File: src/csg_params.svh
// Constants for the core slowdown and module clock gate block
`ifndef CSG_PARAMS_SVH
`define CSG_PARAMS_SVH
// Clock divider control word field positions
`define CSG_FULL_SPEED_ON_IRQ_BIT 15
`define CSG_RATIO_HI 14
`define CSG_RATIO_LO 12
`define CSG_SLOWDOWN_EN_BIT 11
`define CSG_CTRL_RESET 16'h0000
// Ratio code at reset selects 1:1
`define CSG_RATIO_RESET 3'h0
// Number of gated peripheral modules
`define CSG_NUM_MODULES 8
// Module-disable bits after reset: all clear
`define CSG_GATE_RESET 8'h00
// Gate change delay, in instruction cycles
`define CSG_GATE_DELAY_ICYC 1
// Widest divide counter: 2**7 - 1
`define CSG_DIV_MAX 7'h7F
`endif

File: src/csg_pkg.sv
// Types for the core slowdown and module clock gate block
`default_nettype none
package csg_pkg;
  typedef logic [2:0] csg_ratio_t;
  typedef logic [6:0] csg_count_t;
  typedef enum logic [1:0] {
    CSG_FULL = 2'b00,
    CSG_SLOW = 2'b01,
    CSG_IRQ_FULL = 2'b10
  } csg_mode_t;
endpackage : csg_pkg
`default_nettype wire

File: src/csg_gate_if.sv
// Interface between the top module and the module gate stage
`timescale 1ns/10ps
`default_nettype none
`include "csg_params.svh"
interface csg_gate_if;
  logic [`CSG_NUM_MODULES-1:0] disable_req;
  logic [`CSG_NUM_MODULES-1:0] present;
  logic [`CSG_NUM_MODULES-1:0] sw_enable;
  logic instr_tick;
  logic [`CSG_NUM_MODULES-1:0] clk_en;
  logic [`CSG_NUM_MODULES-1:0] access_ok;
  modport ctrl (output disable_req, present, sw_enable, instr_tick, input clk_en, access_ok);
  modport gate (input disable_req, present, sw_enable, instr_tick, output clk_en, access_ok);
endinterface : csg_gate_if
`default_nettype wire

File: src/csg_module_gate.sv
// Per-module clock gate with one instruction cycle of delay
`timescale 1ns/10ps
`default_nettype none
`include "csg_params.svh"
module csg_module_gate (
  // Clock and reset
  input wire logic i_core_clk,
  input wire logic i_rst,
  // Gate controls and results
  csg_gate_if.gate g
);
  // ==========================================================
  // Per-module pipeline
  genvar gi;
  generate
    for (gi = 0; gi < `CSG_NUM_MODULES; gi++) begin : g_mod
      logic dis_q;
      logic dis_d;
      logic run_q;
      logic run_d;
      // Disable bit is taken at the next instruction boundary
      always_comb begin
        dis_d = dis_q;
        if (g.instr_tick) begin
          dis_d = g.disable_req[gi];
        end
      end
      // Module runs only if present, not disabled and self enabled
      always_comb begin
        run_d = g.present[gi] & ~dis_d & g.sw_enable[gi];
      end
      always_ff @(posedge i_core_clk) begin
        if (i_rst) begin
          dis_q <= 1'b0;
          run_q <= 1'b0;
        end else begin
          dis_q <= dis_d;
          run_q <= run_d;
        end
      end
      // Clock stops and registers go dead while disabled
      assign g.clk_en[gi] = run_q;
      assign g.access_ok[gi] = g.present[gi] & ~dis_q;
    end
  endgenerate
endmodule : csg_module_gate
`default_nettype wire

File: src/csg_core_div.sv
// Core clock enable divider, 2**n ratio
`timescale 1ns/10ps
`default_nettype none
`include "csg_params.svh"
module csg_core_div (
  // Clock and reset
  input wire logic i_core_clk,
  input wire logic i_rst,
  // Control
  input wire logic i_slow,
  input wire csg_pkg::csg_ratio_t i_ratio,
  // Result
  output logic o_core_en
);
  csg_pkg::csg_count_t cnt_q;
  csg_pkg::csg_count_t cnt_d;
  csg_pkg::csg_count_t limit;
  logic en_q;
  logic en_d;
  // ==========================================================
  // Counter derived from the same clock keeps phases aligned
  always_comb begin
    limit = csg_pkg::csg_count_t'((8'h01 << i_ratio) - 8'h01);
    cnt_d = cnt_q + 7'h01;
    en_d = 1'b0;
    if (!i_slow || cnt_q >= limit) begin
      cnt_d = 7'h00;
      en_d = 1'b1;
    end
  end
  always_ff @(posedge i_core_clk) begin
    if (i_rst) begin
      cnt_q <= 7'h00;
      en_q <= 1'b1;
    end else begin
      cnt_q <= cnt_d;
      en_q <= en_d;
    end
  end
  assign o_core_en = en_q;
endmodule : csg_core_div
`default_nettype wire

File: src/csg_top.sv
// Core slowdown and peripheral module clock gating, top level
// Notes on behaviour
// - Setting slowdown enable bit 11 starts core slowdown.
// - Ratio field bits 14:12 picks one of eight ratios; reset gives 1:1.
// - Only the core clock is divided; peripherals keep full speed.
// - Divided core clock stays aligned with the peripheral clock.
// - With bit 15 set, an interrupt returns the core to full speed.
// - With bit 15 clear, interrupts leave slowdown untouched.
// - Disable bit stops all clocks of that peripheral.
// - Disabled peripheral ignores writes; its reads are invalid.
// - Peripheral runs only if present and not disabled.
// - After reset all disable bits of present peripherals are clear.
// - Setting a disable bit takes effect after one instruction cycle.
// - Clearing it enables after one instruction cycle, if self enabled.
`timescale 1ns/10ps
`default_nettype none
`include "csg_params.svh"
module csg_top (
  // Clock and reset
  input wire logic i_core_clk,
  input wire logic i_rst,
  // Clock divider control word write
  input wire logic i_ctrl_wr,
  input wire logic [15:0] i_ctrl_wdata,
  // Interrupt event from the interrupt controller
  input wire logic i_irq,
  // Module gate controls
  input wire logic [`CSG_NUM_MODULES-1:0] i_gate_wr_data,
  input wire logic i_gate_wr,
  input wire logic [`CSG_NUM_MODULES-1:0] i_present,
  input wire logic [`CSG_NUM_MODULES-1:0] i_sw_enable,
  // Clock enables and module access
  output logic o_core_clk_en,
  output logic o_periph_clk_en,
  output logic [`CSG_NUM_MODULES-1:0] o_module_clk_en,
  output logic [`CSG_NUM_MODULES-1:0] o_module_access_ok,
  // Status
  output logic [15:0] o_clock_divider_ctrl,
  output logic [`CSG_NUM_MODULES-1:0] o_module_clock_gate,
  output logic o_slow_active
);
  logic full_speed_on_irq_q;
  logic full_speed_on_irq_d;
  logic cpu_slowdown_enable_q;
  logic cpu_slowdown_enable_d;
  csg_pkg::csg_ratio_t ratio_q;
  csg_pkg::csg_ratio_t ratio_d;
  logic [`CSG_NUM_MODULES-1:0] gate_q;
  logic [`CSG_NUM_MODULES-1:0] gate_d;
  csg_pkg::csg_mode_t mode_q;
  csg_pkg::csg_mode_t mode_d;
  logic core_en;
  logic tick_q;
  logic tick_d;
  logic [15:0] ctrl_view;
  logic [`CSG_NUM_MODULES-1:0] mclk_q;
  logic [`CSG_NUM_MODULES-1:0] macc_q;
  csg_gate_if gif ();

  // ==========================================================
  // Control word: software write, hardware clear of slowdown
  always_comb begin
    full_speed_on_irq_d = full_speed_on_irq_q;
    cpu_slowdown_enable_d = cpu_slowdown_enable_q;
    ratio_d = ratio_q;
    if (i_ctrl_wr) begin
      full_speed_on_irq_d = i_ctrl_wdata[`CSG_FULL_SPEED_ON_IRQ_BIT];
      cpu_slowdown_enable_d = i_ctrl_wdata[`CSG_SLOWDOWN_EN_BIT];
      ratio_d = i_ctrl_wdata[`CSG_RATIO_HI:`CSG_RATIO_LO];
    end
    // Interrupt return wins over a same-cycle write of the enable
    if (i_irq && full_speed_on_irq_d) begin
      cpu_slowdown_enable_d = 1'b0;
    end
  end
  always_ff @(posedge i_core_clk) begin
    if (i_rst) begin
      full_speed_on_irq_q <= 1'b0;
      cpu_slowdown_enable_q <= 1'b0;
      ratio_q <= `CSG_RATIO_RESET;
    end else begin
      full_speed_on_irq_q <= full_speed_on_irq_d;
      cpu_slowdown_enable_q <= cpu_slowdown_enable_d;
      ratio_q <= ratio_d;
    end
  end

  // ==========================================================
  // Mode tracking for status
  always_comb begin
    mode_d = csg_pkg::CSG_FULL;
    unique case (mode_q)
      csg_pkg::CSG_FULL, csg_pkg::CSG_SLOW: begin
        if (cpu_slowdown_enable_q) begin
          mode_d = csg_pkg::CSG_SLOW;
        end
        // Without irq return the slowdown simply continues
        if (i_irq && full_speed_on_irq_q && cpu_slowdown_enable_q) begin
          mode_d = csg_pkg::CSG_IRQ_FULL;
        end
      end
      csg_pkg::CSG_IRQ_FULL: begin
        mode_d = cpu_slowdown_enable_q ? csg_pkg::CSG_SLOW : csg_pkg::CSG_FULL;
      end
      default: mode_d = csg_pkg::CSG_FULL;
    endcase
  end
  always_ff @(posedge i_core_clk) begin
    if (i_rst) begin
      mode_q <= csg_pkg::CSG_FULL;
    end else begin
      mode_q <= mode_d;
    end
  end

  // ==========================================================
  // Core clock divider; peripherals never see it
  csg_core_div u_div (
    .i_core_clk(i_core_clk),
    .i_rst(i_rst),
    .i_slow(cpu_slowdown_enable_q),
    .i_ratio(ratio_q),
    .o_core_en(core_en)
  );

  // ==========================================================
  // Instruction boundary is one core clock enable
  always_comb begin
    tick_d = core_en;
  end
  always_ff @(posedge i_core_clk) begin
    if (i_rst) begin
      tick_q <= 1'b0;
    end else begin
      tick_q <= tick_d;
    end
  end

  // ==========================================================
  // Module disable bits, written by software
  always_comb begin
    gate_d = gate_q;
    if (i_gate_wr) begin
      gate_d = i_gate_wr_data;
    end
  end
  always_ff @(posedge i_core_clk) begin
    if (i_rst) begin
      gate_q <= `CSG_GATE_RESET;
    end else begin
      gate_q <= gate_d;
    end
  end

  // Gate stage hookup
  assign gif.disable_req = gate_q;
  assign gif.present = i_present;
  assign gif.sw_enable = i_sw_enable;
  assign gif.instr_tick = tick_q;
  csg_module_gate u_gate (
    .i_core_clk(i_core_clk),
    .i_rst(i_rst),
    .g(gif.gate)
  );

  // ==========================================================
  // Output registers
  always_comb begin
    ctrl_view = `CSG_CTRL_RESET;
    ctrl_view[`CSG_FULL_SPEED_ON_IRQ_BIT] = full_speed_on_irq_q;
    ctrl_view[`CSG_RATIO_HI:`CSG_RATIO_LO] = ratio_q;
    ctrl_view[`CSG_SLOWDOWN_EN_BIT] = cpu_slowdown_enable_q;
  end
  always_ff @(posedge i_core_clk) begin
    if (i_rst) begin
      o_core_clk_en <= 1'b1;
      o_periph_clk_en <= 1'b0;
      o_clock_divider_ctrl <= `CSG_CTRL_RESET;
      o_module_clock_gate <= `CSG_GATE_RESET;
      o_slow_active <= 1'b0;
      mclk_q <= '0;
      macc_q <= '0;
    end else begin
      o_core_clk_en <= core_en;
      o_periph_clk_en <= 1'b1;
      o_clock_divider_ctrl <= ctrl_view;
      o_module_clock_gate <= gate_q;
      o_slow_active <= (mode_q == csg_pkg::CSG_SLOW);
      mclk_q <= gif.clk_en;
      macc_q <= gif.access_ok;
    end
  end
  assign o_module_clk_en = mclk_q;
  assign o_module_access_ok = macc_q;
endmodule : csg_top
`default_nettype wire

File: config.mk
export PLATFORM = sky130hd
export DESIGN_NAME = csg_top
export DESIGN_NICKNAME = d
export VERILOG_FILES = /design/src/csg_pkg.sv /design/src/csg_gate_if.sv /design/src/csg_module_gate.sv /design/src/csg_core_div.sv /design/src/csg_top.sv
export VERILOG_INCLUDE_DIRS = /design/src
export SDC_FILE = /design/constraint.sdc
export NUM_CORES = 1
export LEC_CHECK = 0
export BUFFER_PORTS_ARGS = -buffer_cell sky130_fd_sc_hd__buf_2
export CELL_PAD_IN_SITES_DETAIL_PLACEMENT = 0
export CELL_PAD_IN_SITES_GLOBAL_PLACEMENT = 1
export CORE_ASPECT_RATIO = 0.75
export CORE_MARGIN = 4
export CORE_UTILIZATION = 37
export DETAILED_ROUTE_END_ITERATION = 10
export GPL_ROUTABILITY_DRIVEN = 0
export PLACE_DENSITY_LB_ADDON = 0.1
export SETUP_SLACK_MARGIN = 0.2
export SLEW_MARGIN = 20
export SYNTH_ARGS = -nofsm -noshare
export SYNTH_HDL_FRONTEND = slang
export SYNTH_SLANG_ARGS = --single-unit
File: constraint.sdc
create_clock -name i_core_clk -period 3.25 [get_ports i_core_clk]
set_input_delay 0.325 -clock i_core_clk [delete_from_list [all_inputs] [get_ports i_core_clk]]
set_output_delay 0.325 -clock i_core_clk [all_outputs]
set_load 0.05 [all_outputs]
# == Word-level counts from Yosys, hierarchy flattened ==
# Index checks and enable logic that the tools add are counted.
# classes
shifts,1
magnitude_cmp,1
reduce_logical,9
add_sub_neg,2
n_eq_ne,2
bitwise_logic,40
muxes,14
# ops
op,count
1-bit bitwise AND,24
1-bit NOT,16
1-bit two-way mux,12
"7-bit by 1-bit adder with 7-bit output, second input constant",1
7-bit greater-or-equal comparator,1
"1-bit by 3-bit left shift with 7-bit output, first input constant",1
"7-bit by 1-bit subtractor with 7-bit output, second input constant",1
2-bit OR reduction,3
2-bit one-hot mux with 2 select lines,1
1-bit logical AND,3
"2-bit by 1-bit == test with 1-bit output, second input constant",1
"2-bit == test, second input constant",1
2-bit zero test,1
2-bit two-way mux,1
1-bit zero test,1
1-bit logical OR,1
# totals
reg_bits,83

# == Logic depth before layout (Yosys ltp) ==
# Gate-level depths: netlist of run 1.
# depth
depth_word,5
ltp_mapped,11
depth_no_buf,10

# == By module ==
# Synthesis of run 1 repeated with hierarchy kept, for this count alone.
# unflattened
cells_unflattened,245
area_unflattened_um2,2668.8
# by_module_without_submodules
module,cells_per_inst,seq_area_each_um2,area_each_um2,instances
csg_top,131,960.9,1531.5,1
csg_module_gate,58,320.3,636.9,1
csg_core_div,56,160.2,500.5,1

# == Least setup slack after synthesis of run 1 ==
# No wires, ideal clock.
# synth_timing
path_type,reg2reg
start,register ratio_q[0]
end,register u_div.cnt_q[0]
synth_period_minus_slack_ns,2.485
slack_ns,0.765
path_stages_with_launch,12
path_buffers,2
required_ns,3.103
t_arrival_ns,2.338
cell_sequence,dfxtp_1 > clkbuf_1 > or3_1 > ha_1 > clkbuf_1 > nor3b_1 > a21oi_1 > o21a_1 > ha_1 > nand2_1 > nor2_1 > a211oi_1
# synth_between
elab_chain_len,5
# synth_lines
element,line_no,text
start: declaration,csg_top.sv:46,csg_pkg::csg_ratio_t ratio_q;
start signal: assignment,csg_top.sv:80,ratio_q <= `CSG_RATIO_RESET;
start signal: assignment,csg_top.sv:84,ratio_q <= ratio_d;
1-bit by 3-bit left shift with 7-bit output,csg_core_div.sv:23,limit = csg_pkg::csg_count_t'((8'h01 << i_ratio) - 8'h01);
7-bit by 1-bit subtractor with 7-bit output,csg_core_div.sv:23,
7-bit greater-or-equal comparator,csg_core_div.sv:26,if (!i_slow || cnt_q >= limit) begin
1-bit logical OR,csg_core_div.sv:26,
2-bit OR reduction (no line),-,
end signal: assignment,csg_core_div.sv:36,cnt_q <= cnt_d;
end: declaration,csg_core_div.sv:15,csg_pkg::csg_count_t cnt_q;
# No other way between the ends.
# A chain may end at the register's enable or synchronous reset.

# == Worst setup path in the final report of run 1 ==
# layout_timing
start,register ratio_q[2]
end,register u_div.cnt_q[0]
# The elaborated chain is that of the path after synthesis.

==> out/results.txt, run 1 <==
IO Pins: 88
Fmax: 373 MHz
Register area share after synthesis: 55.5%
Root Buffer: clkbuf_8
Post-synthesis mux area share: 8.10%
Ys async rst share: 0%
Syn Area/Cell: 10.9 um^2
Setup bufs post-CTS: 0
Core area: 0.00680 mm^2
First drt pass iteration count: 4
Compound-cell area share of the yosys netlist: 5.83%
Yosys warnings: 0
Worst-path clk slew: 0.07 ns
Final Skew: 0.00414 ns
Cell taking the most area after synthesis: dfxtp_1
Crit path max fanout: 8
Max-cap violations: 0
CP peak stage delay: 0.51 ns
Die Span Y: 80.5 um
Largest net degree at the start of global routing: 34
Type of the most critical hold path: input pin to flop
Critical path endpoint category: flop
Post-synthesis xor/xnor area fraction: 1.69%
Setup Total Neg Slack: 0 ns
Routed len/inst: 13.0 um
Post-Synth Adder-Cell Area: 4.34%
Register bit total from synthesis: 72
First DRT Iteration DRCs: 40
Leading cell types by count after synthesis: dfxtp_1 (72), nor2_1 (24), nor2b_1 (23)
Fin. Hold Viols: 0
Core Util, Final: 46.2%
Initial core utilization: 38.2%
CTS Hold Bufs: 0
Vias per inst: 4.51
Remaining routing DRC violations: 0
Register area: 0.00144 mm^2
Num rows: 26
Die ar.: 0.00843 mm^2
Latest clock arrival within the worst-skew pair: 0.33 ns
Layout cells sized above 1: 28.2%
Area of the multi-input gates: 0.00105 mm^2
Number of diodes: 0
TritonCTS Buffers: 9
Post-route setup slack: 0.572 ns
Fin nets: 357
Post-synth EDFFs: 0
Worst hold path depth: 3
TritonCTS Sinks: 72
Post-Route WL: 5090 um
Family with the most delay on the worst path: simple AND/OR/NAND/NOR gates
CP Buf/Inv Count: 0
Synthesis-to-layout area growth: 21.0%
Number of global-route vias before repair: 1684
First-pass GRT wire length: 8220 um
Filler cells: 647
Final setup viols: 0
Maximum root-to-sink buffer count: 2
Die W: 105 um
Final Slew Violations: 0
Crit Path Class: flop to flop
Slew of the pin with the lowest slew margin: 0.688 ns
CP max-delay cell: nor2_1
VDD IR-drop max: 0.000253 V
CTS tree: yes
Crit-path cells: or3_1, ha_1, xor2_1, nor2_1, a21oi_1, ha_1, nand2_1, nor2_1, a211oi_1
Pre-CTS setup slack: 0.558 ns
Slew headroom: 53.8%
Status: completed
DP Wirelength: 3600 um
Crit path depth: 9
Resize count post-CTS: 0
Crit start category: flop
Area contributors post-synth: dfxtp_1 (56%), mux2i_1 (8.1%), nor2b_1 (5.5%), ha_1 (4.3%), nor2_1 (3.5%)
CTS H-tree depth: 3
Worst path required time: 3.43 ns
Leak: 0.00143 uW
I/O Buffers: 65
CP arrival: 2.86 ns
All-layer global routing usage: 12.7%
Synth Instances: 238
Antenna violations before repair: 0
RSZ-0062 raised after global routing: no
Simple-Gate Fraction of Synth Area: 18.9%
Tcrit/Tclk final: 82.4%
Top FF cell, synth: dfxtp_1
Distinct cells, synth: 32
Most instantiated library cell after synthesis: dfxtp_1
PwrDens: 594 mW/mm^2
Tot Pwr: 1860 uW
Worst reg2reg path depth: 9
Final Critical Period: 2.68 ns
Routed Antenna Nets: 0
GRT overflow: 0
Yosys top cell area share: 55.5%
Via count: 1769
Largest family of logic cells by synthesized area: simple AND/OR/NAND/NOR gates
Post-Syn Area: 0.00259 mm^2
==> kinds of logic after synthesis <==
logic type	count (synthesis)
AO/OA/AOI/OAI	19
XOR/XNOR	5
adder cells (fa/ha/maj)	9
buffers and inverters	26
flip-flops	72
multiplexers	21
other	1
AND/OR/NAND/NOR	85
==> power by group <==
group	total (uW)	switching, uW	internal, uW
sequential	939	21.0	918
clock	696	322	374
combinational	230	160	69.7
==> state kept, by name, indices dropped and copies added (netlist names) <==
name / flops
cpu_slowdown_enable_q: 1
o_periph_clk_en: 1
u_div.o_core_en: 1
u_gate.g_mod.dis_q: 8
o_clock_divider_ctrl: 5
o_core_clk_en: 1
gate_q: 8
mode_q: 2
full_speed_on_irq_q: 1
o_module_clock_gate: 8
u_gate.g_mod.run_q: 8
o_module_clk_en: 8
o_slow_active: 1
u_div.cnt_q: 7
ratio_q: 3
o_module_access_ok: 8
gif.instr_tick: 1
==> layer usage <==
layer | vias up | track usage [%] | share of wire (%) | wire length (um)
li1 | 916 | - | - | -
met1 | 791 | 17.0 | 51 | 2610
met2 | 54 | 18.0 | 40 | 2050
met3 | 8 | 5.06 | 6.8 | 344
met4 | 0 | 5.50 | 1.7 | 87
met5 | - | 0 | 0 | 0
==> cell type report <==
type	count	share of cell area, %
clock buffers	11	4.50
clock inverters	5	1.79
inverters	4	0.478
multi-input cells	150	33.4
flip-flops and latches	72	45.9
well taps	84	3.35
repair buffers	66	10.6
==> worst register-to-register path: cells and delay by family (launching register included) <==
family | cells | cell delay (ns)
and+or+nand+nor | 4 | 1.17
adders and majority gates | 2 | 0.58
DFF | 1 | 0.39
AOI/OAI and AO/OA | 2 | 0.21
xor gates and xnor gates | 1 | 0.17
==> worst paths after layout <==
check | from | end | slack [ns]
worst min register to register | u_gate.g_mod[2].dis_q | o_module_access_ok[2] | 0.42
worst max register to register | ratio_q[2] | u_div.cnt_q[0] | 0.57
worst min-delay path | i_gate_wr_data[0] | gate_q[0] | 0.23
worst max-delay path | ratio_q[2] | u_div.cnt_q[0] | 0.57
==> metrics by stage <==
| stage | std cells | area (um^2) | hold WS [ns] |
|---|---|---|---|
| after floorplan | 248 | 2630 | 0.396 |
| after global placement | 376 | 2940 | 0.411 |
| after detailed placement | 376 | 2940 | 0.409 |
| after CTS | 392 | 3140 | 0.205 |
| after global routing | 392 | 3140 | 0.202 |
| final | 392 | 3140 | 0.225 |
==> cell usage in the layout, fill, tap and decap left out, types with 2 or more instances in the layout <==
cell type,netlist,final
dfxtp_1,72,72
buf_2,3,65
nor2_1,24,24
nor2b_1,23,23
mux2i_1,21,21
nor3b_1,11,11
conb_1,1,11
clkbuf_8,0,10
ha_1,9,9
nand2_1,8,8
and4_1,8,8
a21oi_1,5,5
a211oi_1,5,5
inv_1,4,4
xor2_1,3,3
or3_1,3,3
xnor2_1,2,2
o21ai_0,2,2
a221oi_2,2,2
nand3_1,2,2
clkinv_2,0,2
Power figures use the tool's default switching activity.
==> run 2: changes to the inputs <==
Settings changed: CORE_UTILIZATION 37 to 34.
Clock period 3.25 ns to 2.2 ns, I/O delays scaled along.
==> out/results.txt, run 2 (same netlist as run 1, synthesis figures left out) <==
Status: finished, violations left
Violated checks: setup timing
Area of the multi-input gates: 0.00113 mm^2
First-pass GRT wire length: 8830 um
Die Span Y: 83.7 um
All-layer global routing usage: 12.6%
Die W: 109 um
Slew of the pin with the lowest slew margin: 0.586 ns
Vias per inst: 4.35
Fin. Hold Viols: 0
Number of global-route vias before repair: 1768
CP max-delay cell: or3_4
I/O Buffers: 65
Critical path endpoint category: flop
Fmax: 454 MHz
Most used cell, CP: ha_4
Synthesis-to-layout area growth: 29.0%
Max-cap violations: 0
Num rows: 27
Final Slew Violations: 0
Via count: 1830
Crit start category: flop
CP Buf/Inv Count: 1
Root Buffer: clkbuf_8
Slew headroom: 60.9%
First drt pass iteration count: 4
Crit path max fanout: 8
Antenna violations before repair: 0
Largest net degree at the start of global routing: 21
Final Skew: 0.0112 ns
Routed Antenna Nets: 0
Number of diodes: 0
TritonCTS Buffers: 9
Die ar.: 0.00911 mm^2
DP Wirelength: 3740 um
Routed len/inst: 12.5 um
Final setup viols: 1
Hold Slack: 0.115 ns
Final Critical Period: 2.20 ns
Worst path required time: 2.45 ns
GRT overflow: 0
Post-Route WL: 5260 um
Filler cells: 725
Commonest non-fill, non-tap cell in the layout: dfxtp_1
CTS H-tree depth: 3
CP peak stage delay: 0.39 ns
PwrDens: 846 mW/mm^2
Fin nets: 369
Post-route cell area: 0.00335 mm^2
CTS tree: yes
Commonest cells after routing, fill and taps aside: dfxtp_1 (71), buf_2 (65), nor2b_1 (23), nor2_1 (22), mux2i_1 (21)
Post-route setup slack: -0.00464 ns
Tcrit/Tclk final: 100%
Worst-path clk slew: 0.08 ns
R2R Setup Slk: -0.005 ns
IO Pins: 88
Core area: 0.00740 mm^2
Leak: 0.00151 uW
CP arrival: 2.45 ns
Family with the most delay on the worst path: compound AO/OA/AOI/OAI gates
RSZ-0062 raised after global routing: yes
Initial core utilization: 35.1%
Register area: 0.00144 mm^2
Crit Path Class: flop to flop
CTS Hold Bufs: 0
Crit-path cells: or3_4, ha_4, buf_4, a21oi_1, o21a_1, ha_4, a21oi_2, o211ai_4, a211oi_1
Maximum root-to-sink buffer count: 2
DP Area: 0.00307 mm^2
First DRT Iteration DRCs: 61
TritonCTS Sinks: 72
Layout cells sized above 1: 35.9%
VDD IR-drop max: 0.000348 V
Type of the most critical hold path: input pin to flop
Latest clock arrival within the worst-skew pair: 0.34 ns
Remaining routing DRC violations: 0
-- run 2: area by class of cell --
cell class,count,area share (%)
sequential,72,43.1
multi-input combinational,150,33.8
clock buffer,10,4.11
clock inverter,6,2.02
inverter,4,0.449
timing repair buffer,78,12.7
tap,101,3.78
-- run 2: routing by layer --
metal / vias to the layer above / wire length, um / GRT usage (%)
li1: 940 / - / -
met2: 56 / 2140 / 16.6
met5: - / 0 / 0
met1: 827 / 2620 / 18.1
met4: 0 / 65 / 4.47
met3: 7 / 429 / 5.18
-- run 2: final timing paths --
kind / start / to / cells past startpoint
setup / recovery: ratio_q[1] / u_div.cnt_q[4] / 9
hold / removal: i_gate_wr_data[3] / gate_q[3] / 3
setup reg to reg: ratio_q[1] / u_div.cnt_q[4] / 9
hold reg to reg: u_gate.g_mod[5].dis_q / o_module_access_ok[5] / 1
-- run 2: through the flow --
stage	power, uW	cells	util [%]	setup WS [ns]	setup TNS (ns)
2_1_floorplan	1700	248	-	-0.0957	-0.548
3_3_place_gp	1790	403	41.5	-0.0301	-0.182
3_5_place_dp	1790	403	41.5	-0.0556	-0.359
4_1_cts	2880	420	44.9	-0.00348	-0.00465
5_1_grt	2990	421	45.2	-0.112	-0.728
6_report	2830	421	45.2	-0.00464	-0.00464
-- run 2: what timing repair did --
action / in CTS / in global routing
buffers inserted: 1 / 1
setup endpoints to repair: 8 / 8
pin swaps: 7 / 1
gates resized for setup: 9 / 3
-- run 2: tightest hold or removal path, stage by stage --
cell and delay [ns]:
buf_2 0.08, mux2i_1 0.06, nor2_1 0.07
-- run 2: power by group --
group	switching [uW]	internal [uW]	leakage [uW]	total, uW
sequential	25.8	1360	0.000590	1380
clock	486	558	0.0000989	1040
combinational	264	144	0.000825	408
